<file path="src/ssf_pkg.sv">
// ssf_pkg: constants, control carrier and state codes of the serial frame engine
// assumes: single 200 MHz system clock, control bits held stable while a frame runs
package ssf_pkg;
   localparam int FIFO_DEPTH = 8;
   localparam int FIFO_W = 16;
   localparam logic [3:0] FIFO_FULL = 4'h8;
   localparam logic [3:0] TX_SERVICE_LEVEL = 4'h4;
   localparam logic [3:0] RX_SERVICE_LEVEL = 4'h4;
   localparam logic [6:0] TIMEOUT_HALVES = 7'h40;
   localparam logic [4:0] MSG_CTRL_BITS = 5'h08;
   localparam logic [4:0] MSG_SKIP_BITS = 5'h09;
   localparam logic [5:0] PULSE_LEAD_HALVES = 6'h02;
   // interrupt bit positions
   localparam int INT_OVERRUN = 0;
   localparam int INT_TIMEOUT = 1;
   localparam int INT_RX = 2;
   localparam int INT_TX = 3;
   localparam logic [3:0] RAW_RESET = 4'h0;

   typedef enum logic [1:0] {
      FMT_SPI = 2'b00,
      FMT_PULSE = 2'b01,
      FMT_MSG = 2'b10
   } ssf_format_t;

   typedef enum logic [2:0] {
      ST_IDLE = 3'b000,
      ST_LEAD = 3'b001,
      ST_XFER = 3'b010,
      ST_TAIL = 3'b011,
      ST_GAP = 3'b100
   } ssf_state_t;

   typedef struct packed {
      logic enable;
      logic master_mode;
      ssf_format_t frame_format;
      logic clock_polarity;
      logic clock_phase;
      logic [3:0] data_size_m1;
      logic [7:0] prescale_divisor;
      logic [7:0] serial_rate_value;
   } ssf_ctrl_t;
endpackage : ssf_pkg

</file>
<file path="src/ssf_engine.sv">
// ssf_engine: serial frame engine with fifos, bit-rate divider and interrupt status
// assumes: control inputs from on-chip logic on ref_clk; serial_in_pin is asynchronous
//
// Function
// - four events: tx service, rx service, timeout, overrun
// - enabled events ORed into one request
// - per-event mask, one enables
// - raw and masked status both readable
// - word of 4 to 16 bits, msb first
// - clock idle when idle, toggles in transfers
// - timeout when clock idle and rx holds data
// - select low whole frame in spi, message
// - pulse format: select high one period before
// - pulse format idle: clock, select low, tx hi-z
// - pulse format: load word with select pulse
// - pulse format: push rx on next rising edge
// - message: 8-bit control, wait, 4-16 reply bits
// - polarity sets clock idle level
// - phase picks first or second capture edge
// - idle: clock idle, select high; master drives clock
// - pol0 pha0: select low, data, then rise
// - pol0 pha0: sample rising, change falling
// - select high one period after last capture
// - phase 0: select pulses high between words
// - pha1: data with first edge, capture second
// - phase 1: select stays low between words
// - eight-entry 16-bit tx and rx fifos
// - clock = sys / (prescale * (1 + rate))
`timescale 1ns/10ps
`default_nettype none
module ssf_engine (
   input wire logic ref_clk,
   input wire logic arst_n,
   input wire ssf_pkg::ssf_ctrl_t control_zero_reg,
   input wire logic [3:0] interrupt_mask_reg,
   input wire logic overrun_clear,
   input wire logic tx_wr_valid,
   output logic tx_wr_ready,
   input wire logic [15:0] tx_wr_data,
   output logic rx_rd_valid,
   input wire logic rx_rd_ready,
   output logic [15:0] rx_rd_data,
   output logic [3:0] raw_interrupt_status,
   output logic [3:0] masked_interrupt_status,
   output logic interrupt_request,
   output logic serial_clock_pin_o,
   output logic serial_clock_pin_oe,
   output logic frame_select_pin_o,
   output logic frame_select_pin_oe,
   output logic serial_out_pin_o,
   output logic serial_out_pin_oe,
   input wire logic serial_in_pin
);
   ssf_pkg::ssf_ctrl_t ctl;
   ssf_pkg::ssf_state_t state_q;
   logic is_spi, is_pulse, is_msg;
   logic rx_meta_q, rx_sync_q;
   logic [15:0] tx_mem [ssf_pkg::FIFO_DEPTH];
   logic [15:0] rx_mem [ssf_pkg::FIFO_DEPTH];
   logic [2:0] tx_wp_q, tx_rp_q, rx_wp_q, rx_rp_q;
   logic [3:0] tx_cnt_q, rx_cnt_q;
   logic tx_push, tx_pop, rx_pop;
   logic [6:0] pre_q, pre_lim;
   logic [7:0] rate_q;
   logic half_tick, start;
   logic [5:0] half_q, last_half, h_n;
   logic [4:0] nbits, skip_bits;
   logic [15:0] tx_sh_q, rx_sh_q, load_word;
   logic sclk_q, fss_q, dout_q, doe_q;
   logic word_done, more;
   logic ovr_q;
   logic [6:0] to_cnt_q;
   logic [3:0] raw_q;

   assign ctl = control_zero_reg;
   assign is_spi = ctl.frame_format == ssf_pkg::FMT_SPI;
   assign is_pulse = ctl.frame_format == ssf_pkg::FMT_PULSE;
   assign is_msg = ctl.frame_format == ssf_pkg::FMT_MSG;

   // input synchroniser
   always_ff @(posedge ref_clk or negedge arst_n) begin
      if (!arst_n) begin
         rx_meta_q <= 1'b0;
         rx_sync_q <= 1'b0;
      end else begin
         rx_meta_q <= serial_in_pin;
         rx_sync_q <= rx_meta_q;
      end
   end

   // transmit fifo
   assign tx_wr_ready = tx_cnt_q != ssf_pkg::FIFO_FULL;
   assign tx_push = tx_wr_valid && tx_wr_ready;
   always_ff @(posedge ref_clk) begin
      if (tx_push) begin
         tx_mem[tx_wp_q] <= tx_wr_data;
      end
   end
   always_ff @(posedge ref_clk or negedge arst_n) begin
      if (!arst_n) begin
         tx_wp_q <= 3'h0;
         tx_rp_q <= 3'h0;
         tx_cnt_q <= 4'h0;
      end else begin
         if (tx_push) tx_wp_q <= tx_wp_q + 3'h1;
         if (tx_pop) tx_rp_q <= tx_rp_q + 3'h1;
         tx_cnt_q <= tx_cnt_q + {3'h0, tx_push} - {3'h0, tx_pop};
      end
   end

   // receive fifo; a word arriving while full is dropped
   assign rx_rd_valid = rx_cnt_q != 4'h0;
   assign rx_rd_data = rx_mem[rx_rp_q];
   assign rx_pop = rx_rd_valid && rx_rd_ready;
   always_ff @(posedge ref_clk) begin
      if (word_done && rx_cnt_q != ssf_pkg::FIFO_FULL) begin
         rx_mem[rx_wp_q] <= rx_sh_q;
      end
   end
   always_ff @(posedge ref_clk or negedge arst_n) begin
      if (!arst_n) begin
         rx_wp_q <= 3'h0;
         rx_rp_q <= 3'h0;
         rx_cnt_q <= 4'h0;
      end else begin
         if (word_done && rx_cnt_q != ssf_pkg::FIFO_FULL) begin
            rx_wp_q <= rx_wp_q + 3'h1;
         end
         if (rx_pop) rx_rp_q <= rx_rp_q + 3'h1;
         rx_cnt_q <= rx_cnt_q + {3'h0, word_done && rx_cnt_q != ssf_pkg::FIFO_FULL}
            - {3'h0, rx_pop};
      end
   end

   // bit-rate divider: one half serial period per half_tick
   assign pre_lim = (ctl.prescale_divisor[7:1] == 7'h00) ? 7'h01 : ctl.prescale_divisor[7:1];
   assign start = state_q == ssf_pkg::ST_IDLE && ctl.enable && ctl.master_mode
      && tx_cnt_q != 4'h0;
   assign half_tick = !start && pre_q == pre_lim - 7'h01
      && rate_q == ctl.serial_rate_value;
   always_ff @(posedge ref_clk or negedge arst_n) begin
      if (!arst_n) begin
         pre_q <= 7'h00;
         rate_q <= 8'h00;
      end else if (start) begin
         pre_q <= 7'h00;
         rate_q <= 8'h00;
      end else if (pre_q == pre_lim - 7'h01) begin
         pre_q <= 7'h00;
         rate_q <= (rate_q == ctl.serial_rate_value) ? 8'h00 : rate_q + 8'h01;
      end else begin
         pre_q <= pre_q + 7'h01;
      end
   end

   // frame geometry
   assign nbits = {1'b0, ctl.data_size_m1} + 5'h01;
   assign skip_bits = is_msg ? ssf_pkg::MSG_SKIP_BITS : 5'h00;
   assign last_half = {(nbits + skip_bits), 1'b0} - 6'h01;
   assign h_n = half_q + 6'h01;
   assign tx_pop = start || (word_done && more);
   assign more = ctl.enable && tx_cnt_q != 4'h0 && !is_msg
      && (is_pulse || ctl.clock_phase);
   assign word_done = state_q == ssf_pkg::ST_XFER && half_tick && half_q == last_half;
   // left-justify so the msb leaves first
   assign load_word = is_msg ? {tx_mem[tx_rp_q][7:0], 8'h00}
      : tx_mem[tx_rp_q] << (5'h10 - nbits);

   function automatic logic clk_level(input logic [5:0] h);
      if (is_pulse) return ~h[0];
      if (is_msg) return h[0];
      return ctl.clock_polarity ^ (ctl.clock_phase ? ~h[0] : h[0]);
   endfunction : clk_level

   // frame sequencer
   always_ff @(posedge ref_clk or negedge arst_n) begin
      if (!arst_n) begin
         state_q <= ssf_pkg::ST_IDLE;
         half_q <= 6'h00;
         tx_sh_q <= 16'h0000;
         rx_sh_q <= 16'h0000;
         sclk_q <= 1'b0;
         fss_q <= 1'b1;
         dout_q <= 1'b0;
         doe_q <= 1'b0;
      end else begin
         case (state_q)
            ssf_pkg::ST_IDLE: begin
               sclk_q <= is_spi && ctl.clock_polarity;
               fss_q <= !is_pulse;
               dout_q <= 1'b0;
               doe_q <= !is_pulse;
               half_q <= 6'h00;
               if (start) begin
                  state_q <= ssf_pkg::ST_LEAD;
                  tx_sh_q <= load_word;
                  rx_sh_q <= 16'h0000;
                  fss_q <= is_pulse;
                  doe_q <= 1'b1;
                  sclk_q <= is_pulse || (is_spi && ctl.clock_polarity);
                  dout_q <= is_msg ? load_word[15] : 1'b0;
               end
            end
            ssf_pkg::ST_LEAD: begin
               if (half_tick) begin
                  half_q <= h_n;
                  if (!is_pulse || h_n == ssf_pkg::PULSE_LEAD_HALVES) begin
                     state_q <= ssf_pkg::ST_XFER;
                     half_q <= 6'h00;
                     fss_q <= 1'b0;
                     dout_q <= tx_sh_q[15];
                     sclk_q <= clk_level(6'h00);
                  end else begin
                     sclk_q <= 1'b0;
                  end
               end
            end
            ssf_pkg::ST_XFER: begin
               if (half_tick) begin
                  if (half_q == last_half) begin
                     if (more) begin
                        // pulse format reloads with a new pulse; phase 1 keeps select low
                        state_q <= is_pulse ? ssf_pkg::ST_LEAD : ssf_pkg::ST_XFER;
                        half_q <= 6'h00;
                        tx_sh_q <= load_word;
                        rx_sh_q <= 16'h0000;
                        fss_q <= is_pulse;
                        sclk_q <= is_pulse ? 1'b1 : clk_level(6'h00);
                        dout_q <= is_pulse ? dout_q : load_word[15];
                     end else begin
                        state_q <= ssf_pkg::ST_TAIL;
                        sclk_q <= is_pulse ? 1'b1 : clk_level(6'h00) ^ ctl.clock_phase;
                     end
                  end else begin
                     half_q <= h_n;
                     sclk_q <= clk_level(h_n);
                     if (h_n[0]) begin
                        // capture on odd half: rising for pol0 pha0, falling for pol0 pha1
                        if (h_n[5:1] >= skip_bits) begin
                           rx_sh_q <= {rx_sh_q[14:0], rx_sync_q};
                        end
                     end else begin
                        tx_sh_q <= {tx_sh_q[14:0], 1'b0};
                        dout_q <= (is_msg && h_n[5:1] >= ssf_pkg::MSG_CTRL_BITS) ? 1'b0
                           : tx_sh_q[14];
                     end
                  end
               end
            end
            ssf_pkg::ST_TAIL: begin
               if (half_tick) begin
                  sclk_q <= is_spi && ctl.clock_polarity;
                  if (is_pulse) begin
                     state_q <= ssf_pkg::ST_IDLE;
                  end else begin
                     state_q <= ssf_pkg::ST_GAP;
                     fss_q <= 1'b1;
                  end
               end
            end
            ssf_pkg::ST_GAP: begin
               if (half_tick) begin
                  state_q <= ssf_pkg::ST_IDLE;
               end
            end
            default: begin
               state_q <= ssf_pkg::ST_IDLE;
            end
         endcase
      end
   end

   // receive timeout counts idle half periods while data waits
   always_ff @(posedge ref_clk or negedge arst_n) begin
      if (!arst_n) begin
         to_cnt_q <= 7'h00;
      end else if (state_q != ssf_pkg::ST_IDLE || rx_cnt_q == 4'h0) begin
         to_cnt_q <= 7'h00;
      end else if (half_tick && to_cnt_q != ssf_pkg::TIMEOUT_HALVES) begin
         to_cnt_q <= to_cnt_q + 7'h01;
      end
   end

   // sticky overrun, set wins over clear
   always_ff @(posedge ref_clk or negedge arst_n) begin
      if (!arst_n) begin
         ovr_q <= 1'b0;
      end else if (word_done && rx_cnt_q == ssf_pkg::FIFO_FULL) begin
         ovr_q <= 1'b1;
      end else if (overrun_clear) begin
         ovr_q <= 1'b0;
      end
   end

   // raw status register
   always_ff @(posedge ref_clk or negedge arst_n) begin
      if (!arst_n) begin
         raw_q <= ssf_pkg::RAW_RESET;
      end else begin
         raw_q[ssf_pkg::INT_OVERRUN] <= ovr_q;
         raw_q[ssf_pkg::INT_TIMEOUT] <= to_cnt_q == ssf_pkg::TIMEOUT_HALVES;
         raw_q[ssf_pkg::INT_RX] <= rx_cnt_q >= ssf_pkg::RX_SERVICE_LEVEL;
         raw_q[ssf_pkg::INT_TX] <= tx_cnt_q <= ssf_pkg::TX_SERVICE_LEVEL;
      end
   end

   assign raw_interrupt_status = raw_q;
   assign masked_interrupt_status = raw_q & interrupt_mask_reg;
   assign interrupt_request = |masked_interrupt_status;

   assign serial_clock_pin_o = sclk_q;
   assign serial_clock_pin_oe = ctl.master_mode;
   assign frame_select_pin_o = fss_q;
   assign frame_select_pin_oe = ctl.master_mode;
   assign serial_out_pin_o = dout_q;
   assign serial_out_pin_oe = doe_q;
endmodule : ssf_engine
`default_nettype wire

</file>
<file path="config.mk">
export PLATFORM = sky130hd
export DESIGN_NAME = ssf_engine
export DESIGN_NICKNAME = d
export VERILOG_FILES = /design/src/ssf_pkg.sv /design/src/ssf_engine.sv
export SDC_FILE = /design/constraint.sdc
export NUM_CORES = 1
export LEC_CHECK = 0
export BUFFER_PORTS_ARGS = -buffer_cell sky130_fd_sc_hd__buf_4
export CAP_MARGIN = 20
export CORE_MARGIN = 2
export CORE_UTILIZATION = 50
export DETAILED_ROUTE_END_ITERATION = 16
export PLACE_DENSITY = 0.67
export SKIP_CTS_REPAIR_TIMING = 1
export SKIP_LAST_GASP = 1
export SYNTH_ARGS = -nofsm -noshare
export SYNTH_HDL_FRONTEND = slang
export SYNTH_SLANG_ARGS = --single-unit
</file>
<file path="constraint.sdc">
create_clock -name ref_clk -period 6.3 [get_ports ref_clk]
set_input_delay 1.26 -clock ref_clk [delete_from_list [all_inputs] [get_ports ref_clk]]
set_output_delay 1.26 -clock ref_clk [all_outputs]
set_load 0.02 [all_outputs]
</file>
Word level (Yosys, flattened, before mapping). Memory sizes are Yosys's and may differ from the RTL's. Index checks and enable logic that the tools add are counted.

Add/subtract/negate cells: 17. Magnitude comparators: 4. Equality and inequality tests: 29. Shifts and indexed selects: 1. Muxes and demuxes: 130. Bitwise gates (word level): 5. Reductions and logical operators: 47.

Operators with widths (number): two-way mux 16 bit (12); two-way mux 1 bit (87); case mux 16 bit (2 select lines) (2); two-way mux 7 bit (5); two-way mux 6 bit (5); two-way mux 3 bit (8); two-way mux 8 bit (3); logical AND 1 bit (18); case mux 6 bit (3 select lines) (1); inequality test 2 bit, second input constant (8); left shift 16 x 5 -> 16 bit (1); case mux 3 bit (5 select lines) (1); adder 7 x 1 -> 7 bit, second input constant (2); AND reduction 7 bit (2); adder 3 x 1 -> 3 bit, second input constant (4); nonzero test 4 bit (3); adder 4 x 1 -> 4 bit (2); adder 8 x 1 -> 8 bit, second input constant (1); == test 8 bit (1); inequality test 4 bit, second input constant (2); case mux 1 bit (4 select lines) (2); AND reduction 4 bit (2); AND reduction 8 bit (1); nonzero test 2 bit (4); other kinds (42) (56).

Bits in registers: 94. Bits in writable memories: 256. Bits of input ports: 52. Output and inout bits: 33. Memories kept: 2.

Memory list: rx_mem (words 8, width 16, read ports 1, clocked after memory_dff 0, wr ports 1, RTL line ssf_engine.sv:59) `logic [15:0] rx_mem [ssf_pkg::FIFO_DEPTH];`; tx_mem (words 8, width 16, read ports 1, clocked after memory_dff 0, wr ports 1, RTL line ssf_engine.sv:58) `logic [15:0] tx_mem [ssf_pkg::FIFO_DEPTH];`.

Longest topological paths before layout.
Depth in word-level cells: 26. Depth in mapped cells: 20. Depth with buffers taken out: 20.

Worst setup path before layout. OpenSTA, ideal clock, no wires.

Path kind: input to register. Start: input control_zero_reg[16] (netlist bit). End: memory rx_mem[1][0] (enable). Library setup time: 436 ps. Arrival: 5938 ps. Data required time: 5864 ps. Path slack: -74 ps. Cell stages on the path: 12. Cell sequence: clkbuf_1 -> inv_2 -> ha_1 -> ha_1 -> or3b_2 -> o2111ai_1 -> o22ai_1 -> nor4_1 -> nand2_1 -> nand4b_1 -> buf_1 -> nor4b_1.

Cells in the longest elaborated chain, start to end: 8.

Ends and longest elaborated chain: start: declaration (RTL line ssf_engine.sv:34) `input wire ssf_pkg::ssf_ctrl_t control_zero_reg,`; adder 4 x 1 -> 5 bit (RTL line ssf_engine.sv:157) `assign nbits = {1'b0, ctl.data_size_m1} + 5'h01;`; adder 5 x 4 -> 5 bit (RTL line ssf_engine.sv:159) `assign last_half = {(nbits + skip_bits), 1'b0} - 6'h01;`; subtractor 6 x 1 -> 6 bit (RTL line ssf_engine.sv:159); == test 6 bit (RTL line ssf_engine.sv:164) `assign word_done = state_q == ssf_pkg::ST_XFER && half_tick && half_q == last_half;`; logical AND 1 bit (RTL line ssf_engine.sv:164); logical AND 1 bit (RTL line ssf_engine.sv:116) `if (word_done && rx_cnt_q != ssf_pkg::FIFO_FULL) begin`; two-way mux 1 bit (RTL line ssf_engine.sv:116); two-way mux 1 bit (implied by the code) (RTL line ssf_engine.sv:117) `rx_mem[rx_wp_q] <= rx_sh_q;`; end: declaration (RTL line ssf_engine.sv:59).

Every way passes these cells.

Worst setup path after layout.
Start: input control_zero_reg[16] (netlist bit). End: register tx_cnt_q[2].

Cells in the longest elaborated chain, start to end: 8.

Ends and longest elaborated chain: adder 4 x 1 -> 5 bit (RTL line ssf_engine.sv:157); adder 5 x 4 -> 5 bit (RTL line ssf_engine.sv:159); subtractor 6 x 1 -> 6 bit (RTL line ssf_engine.sv:159); == test 6 bit (RTL line ssf_engine.sv:164); logical AND 1 bit (RTL line ssf_engine.sv:164); logical AND 1 bit (RTL line ssf_engine.sv:161) `assign tx_pop = start || (word_done && more);`; logical OR 1 bit (RTL line ssf_engine.sv:161); net tx_pop (RTL line ssf_engine.sv:62) `logic tx_push, tx_pop, rx_pop;`; subtractor 4 x 1 -> 4 bit (RTL line ssf_engine.sv:107) `tx_cnt_q <= tx_cnt_q + {3'h0, tx_push} - {3'h0, tx_pop};`; end signal: assignment (RTL line ssf_engine.sv:107); end: declaration (RTL line ssf_engine.sv:61) `logic [3:0] tx_cnt_q, rx_cnt_q;`.

The timed path passes the listed nets, and every way through them passes these cells. A chain may end at the register's enable or synchronous reset.

==> results.ini <==
[outcome]
outcome = complete, no violations

[placed_design]
place_hpwl_um = 19900
io_buffers = 83
dpl.cell_count = 1576
gp_congestion = 0.905

[final_layout]
finalNetCount = 1299
antennaDiodeCount = 0
final_util_pct = 58.5
drive_above_1_share_pct = 25.2
area_delta_synth_final_pct = 14.6
fin_cells = 1643

[critical_path]
path_common_cell = ha_1
worstSetupPathType = in2reg
crit_slowest_cell = or4_4
worst_setup_path_start_kind = input pin
crit_start = control_zero_reg[16]
crit_fanout = 32
critPathCaptureType = flop
reg2reg_from = tx_cnt_q[2]
critPathMaxStageDelay_ns = 0.59
critPathArrivalTime_ns = 5.66
required_ns = 6.70
cp_cell_sequence = buf_4 -> inv_2 -> ha_1 -> ha_1 -> or3b_2 -> o2111ai_1 -> o22ai_1 -> or4_4 -> or3_4 -> a41o_4 -> and2_4 -> ha_1 -> inv_1 -> ha_1 -> fa_1 -> xor2_1
rrSetupSlack_ns = 2.32

[synth]
synth-simple-area-share_pct = 8.02
syn_nets = 1200
ys_types = 78
synth_commonest_cells = edfxtp_1 (256), dfrtp_1 (93), mux4_2 (72)
ys_async_sr_fraction_pct = 26.9
ys_top_cells_by_area = edfxtp_1 (47%), dfrtp_1 (14%), mux4_2 (10%)
ys_seq_elements = 350
synth_top_area_cell = edfxtp_1
synth_top_family_by_area = multiplexers
syn_avg_cell_area_sq_um = 14.5
yosysSeqAreaShare_pct = 62.0
synth-compound-area-share_pct = 6.54
yosys.area_share.xor_xnor_pct = 3.20
syn_area_sq_um = 16200
synthCells = 1114
synth_top_area_share_pct = 47.5
yosys_warnings = 0
synthAdderAreaFrac_pct = 2.72
synth.most_common_cell = edfxtp_1
synth-main-ff-cell = edfxtp_1
muxShareOfSynthArea_pct = 14.6
synth-edff-count = 256

[floorplan]
core_sq_um = 31700
num_rows = 65
start_util_pct = 51.0
ios = 85
die_h_um = 184
die_w_um = 184
die_area_sq_um = 33800

[global_routing]
grt_max_degree = 66
grt_pass1_vias = 9329
grt-ovfl-total = 0
grt_use_total_pct = 19.1
antenna_found_initial = 0
grt_pass1_wl_um = 50300

[drt]
num_vias = 9438
wl_met1_um = 14300
vias_per_cell = 5.74
dr_wl_met2_um = 15400
top_layer_used = met4
ant_nets = 0
drt-wirelength-per-cell_um = 19.2
wl_um = 31500
drt_iter0_drc = 555
dr.pass1.iters = 5
drc = 0
dr_wl_met3_um = 1400

[timing]
setup_viol = 0
maxSlewHeadroom_pct = 36.1
whs_ns = 0.353
fin_crit_sh_pct = 83.5
drv_slew = 0
worstMarginPinSlew_ns = 0.959
hold_viol = 0
finalSetupTns_ns = 0
rsz0062_at_grt = no
max_freq_mhz = 190
clock_skew_ns = 0.0161
period_needed_ns = 5.26

[clocking]
cts_tree = yes
htreeDepth = 2
cts_buffer_depth = 3
cts_root_buf = clkbuf_16
cts_made_buffers = 37
clkTransAtPathRegs_ns = 0.06
clock_latency_ns = 0.53
clock_sinks = 350

[run]
drv_cap = 0

[worst_hold_path]
hold_class = reg2reg
hp-start = rx_meta_q

[power]
p_leak_nw = 6.32
p_per_area_nw_per_um2 = 322
ir_drop_uv = 274

## cell type report
type	count	area [sq um]
tap	402	503
fill	2477	13200
sequential	350	10000
timing repair buffer	115	863
inverter	61	229
clock inverter	16	156
clock buffer	51	1020
multi-input combinational	648	5730
## critical path: cells and delay by family
| family | cells | cell delay, ns |
|---|---|---|
| and+or+nand+nor | 4 | 1.64 |
| adders and majority gates | 5 | 1.47 |
| AOI/OAI and AO/OA | 3 | 0.70 |
| buffers and inverters | 3 | 0.43 |
| xor gates and xnor gates | 1 | 0.17 |
## through the flow
stage                     total power [W]  area (sq um)  setup WS [ns]
after floorplan                   0.00362         16200        -0.0744
after global placement            0.00392         17400          0.578
after detailed placement          0.00395         17400          0.520
after CTS                         0.00605         18500           1.07
after global routing              0.00625         18500          0.843
final                             0.00597         18500           1.04
## sequential cells by signal, summed over array words and instances (netlist names), 4 cells and up
name	count
rx_mem	128
tx_mem	128
rx_sh_q	16
tx_sh_q	16
rate_q	8
pre_q	7
to_cnt_q	7
half_q	6
raw_interrupt_status	4
rx_cnt_q	4
tx_cnt_q	4
## worst paths after layout
path,to,depth (start not counted)
max reg2reg,tx_cnt_q[3],15
min reg2reg,rx_sync_q,0
min in group asynchronous,rate_q[0],1
min,rx_sync_q,0
max in group asynchronous,rx_rp_q[0],2
max,tx_cnt_q[2],16
## cells in the final DEF (no fill, tap or decap), types with 6 or more instances in the layout
master / n
nand2b_1: 9
dfrtp_1: 90
o21ai_0: 41
buf_4: 115
or3_1: 7
a21o_1: 6
nand3_1: 26
nand4_1: 6
a211oi_1: 6
a31oi_1: 8
mux2i_1: 31
nor2_1: 60
clkbuf_1: 10
clkbuf_16: 37
xor2_1: 21
and3_1: 8
o22ai_1: 15
mux4_2: 72
mux2_2: 35
inv_1: 60
ha_1: 32
xnor2_1: 35
a21oi_1: 35
edfxtp_1: 256
nor3_1: 15
nand2_1: 70
and2_1: 7
## report_power, final
part,switching [W],internal [W],leakage (nW)
Combinational,0.000519,0.000444,2.64
Sequential,0.000202,0.00272,3.10
Clock,0.000861,0.00122,0.569
## cell families (layout without fill, tap and decap cells)
family / Yosys count / in the layout
buf+inv: 116 / 243
fa+ha+maj: 34 / 34
compound gates: 161 / 161
simple gates: 256 / 256
mux: 140 / 140
flops: 350 / 350
xor+xnor: 57 / 57
## metal layers
layer | track usage [%] | vias up
met5 | 0 | -
met4 | 4.16 | 0
met3 | 3.13 | 42
met2 | 31.7 | 183
met1 | 26.9 | 4779
li1 | - | 4434
Power figures use the tool's default switching activity.
